$ cat src/fcs_pkg.sv
// Package for the flash command controller: command bytes, unlock addresses,
// register map of the controller's own AHB-Lite slave, and bus timing counts.
// Assumes a byte-wide asynchronous flash on the far side of the pins.
package fcs_pkg;
    // Flash unlock addresses and command bytes
    localparam logic [18:0] fcs_addr_unlock1 = 19'h00555;
    localparam logic [18:0] fcs_addr_unlock2 = 19'h002aa;
    localparam logic [7:0] fcs_dat_unlock1 = 8'haa;
    localparam logic [7:0] fcs_dat_unlock2 = 8'h55;
    localparam logic [7:0] fcs_cmd_reset = 8'hf0;
    localparam logic [7:0] fcs_cmd_autosel = 8'h90;
    localparam logic [7:0] fcs_cmd_program = 8'ha0;
    localparam logic [7:0] fcs_cmd_erase_setup = 8'h80;
    localparam logic [7:0] fcs_cmd_chip_erase = 8'h10;
    localparam logic [7:0] fcs_cmd_sector_erase = 8'h30;
    localparam logic [7:0] fcs_cmd_suspend = 8'hb0;
    localparam logic [7:0] fcs_cmd_resume = 8'h30;
    // Autoselect read offsets
    localparam logic [18:0] fcs_as_maker = 19'h00000;
    localparam logic [18:0] fcs_as_part = 19'h00001;
    localparam logic [18:0] fcs_as_protect = 19'h00002;
    // Sector field position inside the byte address
    localparam int fcs_sector_lsb = 16;
    // Register byte offsets
    localparam logic [7:0] fcs_reg_addr = 8'h00;
    localparam logic [7:0] fcs_reg_data = 8'h04;
    localparam logic [7:0] fcs_reg_cmd = 8'h08;
    localparam logic [7:0] fcs_reg_status = 8'h0c;
    localparam logic [7:0] fcs_reg_rdata = 8'h10;
    // Command register opcodes
    localparam logic [3:0] fcs_op_read = 4'h1;
    localparam logic [3:0] fcs_op_reset = 4'h2;
    localparam logic [3:0] fcs_op_autosel = 4'h3;
    localparam logic [3:0] fcs_op_program = 4'h4;
    localparam logic [3:0] fcs_op_chip_erase = 4'h5;
    localparam logic [3:0] fcs_op_sector_erase = 4'h6;
    localparam logic [3:0] fcs_op_suspend = 4'h7;
    localparam logic [3:0] fcs_op_resume = 4'h8;
    localparam logic [3:0] fcs_op_write_raw = 4'h9;
    // Strobe timing, in ns and in cycles of the 5 ns clock
    localparam int fcs_clk_ns = 5;
    localparam int fcs_strobe_ns = 60;
    localparam int fcs_setup_ns = 20;
    localparam int fcs_strobe_cyc = (fcs_strobe_ns + fcs_clk_ns - 1) / fcs_clk_ns;
    localparam int fcs_setup_cyc = (fcs_setup_ns + fcs_clk_ns - 1) / fcs_clk_ns;
    // Status bits of the status register
    localparam int fcs_st_busy = 0;
    localparam int fcs_st_done = 1;
    localparam int fcs_st_fail = 2;
    localparam int fcs_st_toggle = 3;
    // Flash bus cycle kinds
    typedef enum logic [1:0] {
        fcs_cyc_idle = 2'b00,
        fcs_cyc_write = 2'b01,
        fcs_cyc_read = 2'b10
    } fcs_cyc_t;
endpackage : fcs_pkg

$ cat src/fcs_buscycle.sv
// One flash bus cycle: drives chip select, write or output strobe, address
// and data lines with fixed setup and pulse widths.
// Assumes the flash pins are sampled by the device on strobe edges only.
`timescale 1ns/10ps
module fcs_buscycle
    import fcs_pkg::*;
(
    // Clock and reset
    input wire logic mclk,
    input wire logic srst,
    // Request side
    input wire logic start,
    input wire fcs_cyc_t kind,
    input wire logic [18:0] addr,
    input wire logic [7:0] wdata,
    output logic done,
    output logic [7:0] rdata,
    // Flash pins
    output logic [18:0] fl_addr,
    output logic fl_cs_n,
    output logic fl_we_n,
    output logic fl_oe_n,
    input wire logic [7:0] fl_dq_in,
    output logic [7:0] fl_dq_out,
    output logic fl_dq_oe
);
    typedef struct packed {
        logic [1:0] phase;
        logic [7:0] cnt;
        fcs_cyc_t kind;
        logic [18:0] addr;
        logic [7:0] wdata;
        logic [7:0] rdata;
        logic done;
    } fcs_bc_t;
    fcs_bc_t st;
    fcs_bc_t next_st;

    ////////////////////////////////////////////////////////////////////////////
    // Phase 0 idle, 1 address setup, 2 strobe low, 3 hold after rising edge
    always_comb
    begin
        next_st = st;
        next_st.done = 1'b0;
        case (st.phase)
            2'd0:
            begin
                if (start)
                begin
                    next_st.phase = 2'd1;
                    next_st.kind = kind;
                    next_st.addr = addr;
                    next_st.wdata = wdata;
                    next_st.cnt = 8'(fcs_setup_cyc);
                end
            end
            2'd1:
            begin
                next_st.cnt = st.cnt - 8'h01;
                if (st.cnt == 8'h01)
                begin
                    next_st.phase = 2'd2;
                    next_st.cnt = 8'(fcs_strobe_cyc);
                end
            end
            2'd2:
            begin
                next_st.cnt = st.cnt - 8'h01;
                if (st.cnt == 8'h01)
                begin
                    // Read data sampled while output strobe is still low
                    next_st.rdata = fl_dq_in;
                    next_st.phase = 2'd3;
                end
            end
            default:
            begin
                next_st.phase = 2'd0;
                next_st.kind = fcs_cyc_idle;
                next_st.done = 1'b1;
            end
        endcase
    end

    // State register
    always_ff @(posedge mclk)
    begin
        if (srst)
            st <= '0;
        else
            st <= next_st;
    end

    // Address stands through the whole cycle so the earlier falling edge
    // and the later rising edge both see stable address and data
    assign fl_addr = st.addr;
    assign fl_cs_n = !(st.phase == 2'd2);
    assign fl_we_n = !(st.phase == 2'd2 && st.kind == fcs_cyc_write);
    assign fl_oe_n = !(st.phase == 2'd2 && st.kind == fcs_cyc_read);
    assign fl_dq_out = st.wdata;
    assign fl_dq_oe = (st.phase != 2'd0) && (st.kind == fcs_cyc_write);
    assign done = st.done;
    assign rdata = st.rdata;
endmodule : fcs_buscycle

$ cat src/fcs_ctrl.sv
// Host-side flash command controller: software writes address, data and an
// opcode over AHB-Lite; the block issues the unlock and command bus cycles,
// then, for program and erase only, polls toggle_bit_one (bit 6) and bit 5 until the operation ends.
// Assumes one AHB-Lite master, single word transfers, and a flash behind.
//
// What this block does
// - Reset byte f0 returns flash to array read
// - Autoselect: two unlock writes, then 90
// - Program: two unlocks, a0, then target byte
// - Erase: six writes, 10 chip or 30 sector
// - All command cycles are writes except reads
// - Suspend byte b0 written only while idle, never mid-erase
// - Byte 30 resumes a suspended sector erase
// - Poll at program address or erased sector
// - Full byte taken from a later read
//
// The AHB-Lite interface to the registers and the address map were decided locally.
`timescale 1ns/10ps
module fcs_ctrl
    import fcs_pkg::*;
#(
    parameter int addr_width = 19
)
(
    // Clock and reset
    input wire logic mclk,
    input wire logic srst,
    // AHB-Lite slave
    input wire logic hsel,
    input wire logic [31:0] haddr,
    input wire logic [1:0] htrans,
    input wire logic hwrite,
    input wire logic [2:0] hsize,
    input wire logic [31:0] hwdata,
    input wire logic hready,
    output logic hreadyout,
    output logic hresp,
    output logic [31:0] hrdata,
    // Flash pins
    output logic [addr_width-1:0] fl_addr,
    output logic fl_cs_n,
    output logic fl_we_n,
    output logic fl_oe_n,
    input wire logic [7:0] fl_dq_in,
    output logic [7:0] fl_dq_out,
    output logic fl_dq_oe
);
    typedef enum logic [2:0] {
        fcs_s_idle = 3'b000,
        fcs_s_issue = 3'b001,
        fcs_s_wait = 3'b010,
        fcs_s_poll = 3'b011,
        fcs_s_poll_wait = 3'b100
    } fcs_state_t;

    typedef struct packed {
        fcs_state_t state;
        logic [18:0] addr;
        logic [7:0] data;
        logic [3:0] op;
        logic [2:0] step;
        logic [2:0] nsteps;
        logic polling;
        logic busy;
        logic done;
        logic fail;
        logic toggled;
        logic have_prev;
        logic [7:0] prev;
        logic [7:0] rdata;
        logic wr_pend;
        logic [7:0] wr_off;
    } fcs_ctl_t;
    fcs_ctl_t st;
    fcs_ctl_t next_st;

    logic bc_start;
    fcs_cyc_t bc_kind;
    logic [18:0] bc_addr;
    logic [7:0] bc_wdata;
    logic bc_done;
    logic [7:0] bc_rdata;

    // Address and data of step n of the current command sequence
    function automatic logic [26:0] fcs_seq(input logic [3:0] op, input logic [2:0] n,
                                            input logic [18:0] a, input logic [7:0] d);
        logic [7:0] third;
        logic [7:0] last;
        third = (op == fcs_op_program) ? fcs_cmd_program :
                (op == fcs_op_autosel) ? fcs_cmd_autosel : fcs_cmd_erase_setup;
        last = (op == fcs_op_chip_erase) ? fcs_cmd_chip_erase : fcs_cmd_sector_erase;
        case (n)
            3'd0: fcs_seq = {fcs_addr_unlock1, fcs_dat_unlock1};
            3'd1: fcs_seq = {fcs_addr_unlock2, fcs_dat_unlock2};
            3'd2: fcs_seq = {fcs_addr_unlock1, third};
            3'd3: fcs_seq = (op == fcs_op_program) ? {a, d} : {fcs_addr_unlock1, fcs_dat_unlock1};
            3'd4: fcs_seq = {fcs_addr_unlock2, fcs_dat_unlock2};
            default: fcs_seq = (op == fcs_op_chip_erase) ? {fcs_addr_unlock1, last}
                                                         : {a, last};
        endcase
    endfunction : fcs_seq

    ////////////////////////////////////////////////////////////////////////////
    // Sequencer and AHB register writes
    always_comb
    begin
        next_st = st;
        bc_start = 1'b0;
        bc_kind = fcs_cyc_write;
        bc_addr = st.addr;
        bc_wdata = st.data;
        // AHB write data phase lands here
        if (st.wr_pend)
        begin
            next_st.wr_pend = 1'b0;
            if (st.wr_off == fcs_reg_addr)
                next_st.addr = hwdata[18:0];
            else if (st.wr_off == fcs_reg_data)
                next_st.data = hwdata[7:0];
            else if (st.wr_off == fcs_reg_cmd && st.state == fcs_s_idle)
            begin
                next_st.op = hwdata[3:0];
                next_st.step = 3'd0;
                next_st.busy = 1'b1;
                next_st.done = 1'b0;
                next_st.fail = 1'b0;
                next_st.toggled = 1'b0;
                next_st.have_prev = 1'b0;
                next_st.state = fcs_s_issue;
                case (hwdata[3:0])
                    fcs_op_program: next_st.nsteps = 3'd4;
                    fcs_op_chip_erase, fcs_op_sector_erase: next_st.nsteps = 3'd6;
                    fcs_op_autosel: next_st.nsteps = 3'd3;
                    default: next_st.nsteps = 3'd1;
                endcase
                // Polling only for program and erase kinds
                next_st.polling = (hwdata[3:0] == fcs_op_program) ||
                                  (hwdata[3:0] == fcs_op_chip_erase) ||
                                  (hwdata[3:0] == fcs_op_sector_erase);
            end
        end
        case (st.state)
            fcs_s_issue:
            begin
                bc_start = 1'b1;
                next_st.state = fcs_s_wait;
                // Every sequence step is a write except plain reads
                if (st.op == fcs_op_read)
                    bc_kind = fcs_cyc_read;
                else if (st.op == fcs_op_reset)
                    bc_wdata = fcs_cmd_reset;
                else if (st.op == fcs_op_suspend)
                    bc_wdata = fcs_cmd_suspend;
                else if (st.op == fcs_op_resume)
                    bc_wdata = fcs_cmd_resume;
                else if (st.op != fcs_op_write_raw)
                    {bc_addr, bc_wdata} = fcs_seq(st.op, st.step, st.addr, st.data);
            end
            fcs_s_wait:
            begin
                if (bc_done)
                begin
                    next_st.rdata = bc_rdata;
                    next_st.step = st.step + 3'd1;
                    if (st.step + 3'd1 != st.nsteps)
                        next_st.state = fcs_s_issue;
                    else if (st.polling)
                        next_st.state = fcs_s_poll;
                    else
                    begin
                        next_st.state = fcs_s_idle;
                        next_st.busy = 1'b0;
                        next_st.done = 1'b1;
                    end
                end
            end
            fcs_s_poll:
            begin
                // Poll at the program address or in the erased sector
                bc_start = 1'b1;
                bc_kind = fcs_cyc_read;
                bc_addr = st.addr;
                next_st.state = fcs_s_poll_wait;
            end
            fcs_s_poll_wait:
            begin
                if (bc_done)
                begin
                    next_st.prev = bc_rdata;
                    next_st.have_prev = 1'b1;
                    next_st.state = fcs_s_poll;
                    // Toggle bit steady across two reads means finished
                    if (st.have_prev && (bc_rdata[6] == st.prev[6]))
                    begin
                        next_st.state = fcs_s_idle;
                        next_st.busy = 1'b0;
                        next_st.done = 1'b1;
                        // Final byte is this later read, not the first change
                        next_st.rdata = bc_rdata;
                    end
                    else if (st.have_prev)
                    begin
                        next_st.toggled = 1'b1;
                        if (st.prev[5] && bc_rdata[5])
                        begin
                            // Timing limit with toggle still running: fail
                            next_st.fail = 1'b1;
                            next_st.op = fcs_op_reset;
                            next_st.nsteps = 3'd1;
                            next_st.step = 3'd0;
                            next_st.polling = 1'b0;
                            next_st.state = fcs_s_issue;
                        end
                    end
                end
            end
            default:
            begin
            end
        endcase
        // Capture AHB write address phase
        if (hsel && hready && htrans[1] && hwrite)
        begin
            next_st.wr_pend = 1'b1;
            next_st.wr_off = haddr[7:0];
        end
    end
    // State register
    always_ff @(posedge mclk)
    begin
        if (srst)
            st <= '0;
        else
            st <= next_st;
    end

    ////////////////////////////////////////////////////////////////////////////
    // AHB read data, registered; zero-wait, always OKAY
    logic [31:0] rd_word;
    logic [31:0] next_rd;
    always_comb
    begin
        next_rd = 32'h0000_0000;
        if (haddr[7:0] == fcs_reg_addr)
            next_rd = {13'h0000, st.addr};
        else if (haddr[7:0] == fcs_reg_data)
            next_rd = {24'h000000, st.data};
        else if (haddr[7:0] == fcs_reg_cmd)
            next_rd = {28'h0000000, st.op};
        else if (haddr[7:0] == fcs_reg_status)
            next_rd = {28'h0000000, st.toggled, st.fail, st.done, st.busy};
        else if (haddr[7:0] == fcs_reg_rdata)
            next_rd = {24'h000000, st.rdata};
    end
    // Read word registered at the address phase
    always_ff @(posedge mclk)
    begin
        if (srst)
            rd_word <= 32'h0000_0000;
        else if (hsel && hready && htrans[1] && !hwrite)
            rd_word <= next_rd;
    end
    assign hrdata = rd_word;
    assign hreadyout = 1'b1;
    assign hresp = 1'b0;

    ////////////////////////////////////////////////////////////////////////////
    // One flash bus cycle at a time
    fcs_buscycle u_bus (
        .mclk(mclk),
        .srst(srst),
        .start(bc_start),
        .kind(bc_kind),
        .addr(bc_addr),
        .wdata(bc_wdata),
        .done(bc_done),
        .rdata(bc_rdata),
        .fl_addr(fl_addr),
        .fl_cs_n(fl_cs_n),
        .fl_we_n(fl_we_n),
        .fl_oe_n(fl_oe_n),
        .fl_dq_in(fl_dq_in),
        .fl_dq_out(fl_dq_out),
        .fl_dq_oe(fl_dq_oe)
    );
endmodule : fcs_ctrl

$ cat config.mk
export PLATFORM = sky130hd
export DESIGN_NAME = fcs_ctrl
export DESIGN_NICKNAME = d
export VERILOG_FILES = /design/src/fcs_pkg.sv /design/src/fcs_buscycle.sv /design/src/fcs_ctrl.sv
export SDC_FILE = /design/constraint.sdc
export NUM_CORES = 1
export LEC_CHECK = 0
export BUFFER_PORTS_ARGS = -buffer_cell sky130_fd_sc_hd__buf_2
export CAP_MARGIN = 0
export CELL_PAD_IN_SITES_DETAIL_PLACEMENT = 0
export CELL_PAD_IN_SITES_GLOBAL_PLACEMENT = 1
export CORE_MARGIN = 4
export CORE_UTILIZATION = 36
export CTS_CLUSTER_DIAMETER = 40
export DETAILED_ROUTE_END_ITERATION = 12
export GPL_ROUTABILITY_DRIVEN = 0
export PLACE_DENSITY = 0.84
export RECOVER_POWER = 25
export SLEW_MARGIN = 5
export SYNTH_ARGS = -nofsm -noshare
export SYNTH_HDL_FRONTEND = slang
export SYNTH_HIERARCHICAL = 1
export SYNTH_SLANG_ARGS = --single-unit
$ cat constraint.sdc
create_clock -name mclk -period 2.3 [get_ports mclk]
set_clock_uncertainty 0.1 [all_clocks]
set_input_delay 0 -clock mclk [delete_from_list [all_inputs] [get_ports mclk]]
set_output_delay 0 -clock mclk [all_outputs]
set_load 0.02 [all_outputs]
==> metrics.csv <==
metric,value,unit
yosysSeqAreaShare,40.0,%
grt_pass1_vias,5445,
critPathKind,flip-flop to flip-flop,
synth.avg_cell_area,8.18,um2
root_buffer,clkbuf_16,
grt.total_usage,17.0,%
wirelength,17800,um
drc,0,
ff2ff_path_depth,10,
dr.pass1.iters,5,
overflow,0,
status,completed,
synth-edff-count,0,
internal-power,4280,uW
ir_worst_vdd,0.523,mV
yosysWarnings,6,
multi_input_area,3470,um2
setup_tns,0,ps
register_area,2650,um2
cp.arrival,2480,ps
grt_max_degree,62,
finalCritPeriodShare,97.0,%
clkLatencyLatePin,430,ps
crit_fanout,6,
antenna_found_initial,0,
clk_path_buf_depth,2,
cts_tree,built,
dieHeight,144,um
ys_types,67,
seqPwrFrac,42.1,%
die-area,20600,um2
hold_violations,0,
drt_iter0_drc,359,
drive_above_1_share,15.6,%
via_per_inst,5.07,
syn_area,6610,um2
setup_slack,69.8,ps
setup_viol,0,
ant_nets,0,
io_buffer_count,90,
hp-class,input pin to flip-flop,
total_leakage_power,0.00329,uW
netlist_instances,808,
path_clk_slew,60,ps
start_util,36.7,%
rows,49,
power.density,667,nW/um2
synth_flop_cell,dfxtp_1,
pre_cts_ws,-38.9,ps
fmax,448,MHz
swShare,22.2,%
die_x,144,um
period_minus_slack,2230,ps
antenna_cells,0,
end_kind,flip-flop,
synthArstFlopShare,0,%
tightest_slew,685,ps
final_nets,1014,
finalPower,5500,uW
dr_total_vias,5894,
grt_pass1_wl,27800,um
io-pin-count,147,
cts_made_buffers,17,
slew_headroom,54.3,%
ys_ff_latch,132,
finalMaxSlewViolations,0,
startpoint_type,flip-flop,
dp_hpwl,12600,um
nFillCells,1796,
p_sw,1220,uW
min_delay_path_depth,3,
rsz0062_at_grt,true,
core,18000,um2
drv_cap,0,
holdPathEnd,st[8]$_SDFF_PP0_,
power_frac_clock,52.2,%
h-tree-depth,4,
cp.required,2550,ps
comb_power_share,5.7,%
wl_per_cell,15.3,um
r2r_slack,70,ps
clock_sinks,132,
min_from,hsel,
reg2reg_to,u_bus/fl_dq_out[5]$_SDFFE_PP0P_,
worstReg2RegStart,st[35]$_SDFF_PP0_,
syn2layout_area_growth,24.8,%
[layout make-up]
type	instances	share of cell area [%]
multi-input cells	575	42.0
inverters	22	1.00
flip-flops and latches	132	32.1
clock inverters	12	2.14
clock buffers	20	5.41
well taps	229	3.47
repair buffers	173	13.9
[worst max path at each step]
stage | from | to | slack [ps] | cells past startpoint
2_1_floorplan | st[34]$_SDFF_PP0_ | u_bus/fl_addr[7]$_SDFFE_PP0P_ | 20 | 11
3_3_place_gp | st[35]$_SDFF_PP0_ | u_bus/fl_addr[16]$_SDFFE_PP0P_ | 40 | 9
3_5_place_dp | st[35]$_SDFF_PP0_ | u_bus/fl_addr[17]$_SDFFE_PP0P_ | -40 | 9
4_1_cts | st[35]$_SDFF_PP0_ | u_bus/fl_addr[17]$_SDFFE_PP0P_ | -4 | 9
5_1_grt | st[35]$_SDFF_PP0_ | u_bus/fl_dq_out[5]$_SDFFE_PP0P_ | -20 | 10
6_report | st[35]$_SDFF_PP0_ | u_bus/fl_dq_out[5]$_SDFFE_PP0P_ | 70 | 10
[per-stage QoR]
stage / util, % / hold WS [ps] / instances / cell area (um2)
floorplan: - / 36.0 / 821 / 6660
global placement: 39.6 / 128 / 1084 / 7140
detailed placement: 39.6 / 135 / 1084 / 7140
CTS: 45.7 / 0.438 / 1162 / 8230
global route: 45.8 / 51.0 / 1163 / 8260
finish: 45.8 / 18.8 / 1163 / 8260
[worst max-delay path, stage by stage, from the launching register on]
cell and delay (ps):
dfxtp_4 360, ha_4 160, ha_4 150, or4b_4 520, o31ai_4 110, buf_4 190
a31oi_1 40, o21ai_1 130, o22a_1 190, nand2_1 60, a21oi_1 150
[cells by family (layout without fill, tap and decap cells)]
| group | after synthesis | in the layout | share of synthesized area [%] |
|---|---|---|---|
| buf+inv | 115 | 227 | 9.71 |
| other cells | 2 | 15 | 0.114 |
| xor+xnor | 7 | 7 | 0.927 |
| flops | 132 | 132 | 40.0 |
| mux | 52 | 52 | 7.87 |
| simple gates | 322 | 323 | 23.3 |
| fa+ha+maj | 11 | 11 | 2.08 |
| compound gates | 167 | 167 | 16.0 |
[power groups by stage]
stage          registers [uW]  clock network (uW)  logic (uW)
6_report                 2320                2870         315
5_1_grt                  2320                3030         347
3_5_place_dp             2370                   0         258
2_1_floorplan            2360                   0         190
4_1_cts                  2320                2920         313
3_3_place_gp             2370                   0         258
[registers in the layout, summed over array words and instances, names as in the netlist]
register / flops
u_bus/rdata: 8
u_bus/done: 1
u_bus/fl_dq_out: 8
u_bus/st: 12
hrdata: 19
u_bus/fl_addr: 19
st: 65
[repair_timing]
item	4_1_cts	5_1_grt
endpoints found under the hold margin	70	0
endpoints found under the setup margin	14	26
resized for setup	2	22
pin swaps	1	8
setup buffers	0	0
hold buffers	46	0
gates cloned	0	1
[per-layer routing]
metal,up-vias,GRT usage [%],part of all wire (%)
li1,2949,-,-
met1,2760,23.5,47
met2,167,26.2,45
met3,18,3.89,6.2
met4,0,5.90,1.7
met5,-,0,0
[Yosys cell counts, drive strengths merged, types with 2 or more instances]
cell type | instances | share of area, %
dfxtp | 132 | 40
nand2 | 115 | 6.5
nor2 | 92 | 5.2
a21oi | 66 | 5.0
buf | 63 | 6.8
mux2i | 52 | 7.9
clkbuf | 30 | 1.7
o21ai | 24 | 1.9
inv | 22 | 1.2
nand2b | 16 | 1.5
nand3 | 15 | 1.1
nor2b | 15 | 1.4
nor3 | 15 | 1.2
a21o | 14 | 1.6
and2 | 12 | 1.1
a22oi | 11 | 1.2
a31oi | 11 | 1.1
ha | 11 | 2.1
nand4 | 8 | 0.85
o22ai | 6 | 0.57
o31ai | 6 | 0.76
a221oi | 5 | 0.66
nor4 | 5 | 0.79
or3 | 5 | 0.62
nor3b | 4 | 0.45
or2 | 4 | 0.38
or4 | 4 | 0.45
xor2 | 4 | 0.53
a41oi | 3 | 0.40
o221ai | 3 | 0.40
xnor2 | 3 | 0.40
and2b | 2 | 0.25
and3 | 2 | 0.19
and3b | 2 | 0.26
conb | 2 | 0.11
nand3b | 2 | 0.23
o21a | 2 | 0.23
o22a | 2 | 0.26
o31a | 2 | 0.26
[placed cells by master, fill, tap and decap left out, types with 13 or more instances in the layout]
cell type,count
clkbuf_16,17
dfxtp_1,129
o21ai_0,21
clkbuf_1,46
conb_1,15
buf_2,45
nand2_1,115
mux2i_1,52
nor2_1,92
nor3_1,13
nand3_1,15
nand2b_1,16
nor2b_1,14
dlygate4sd3_1,46
a21o_1,14
a21oi_1,62
inv_1,22
buf_4,37
Power figures use the tool's default switching activity.
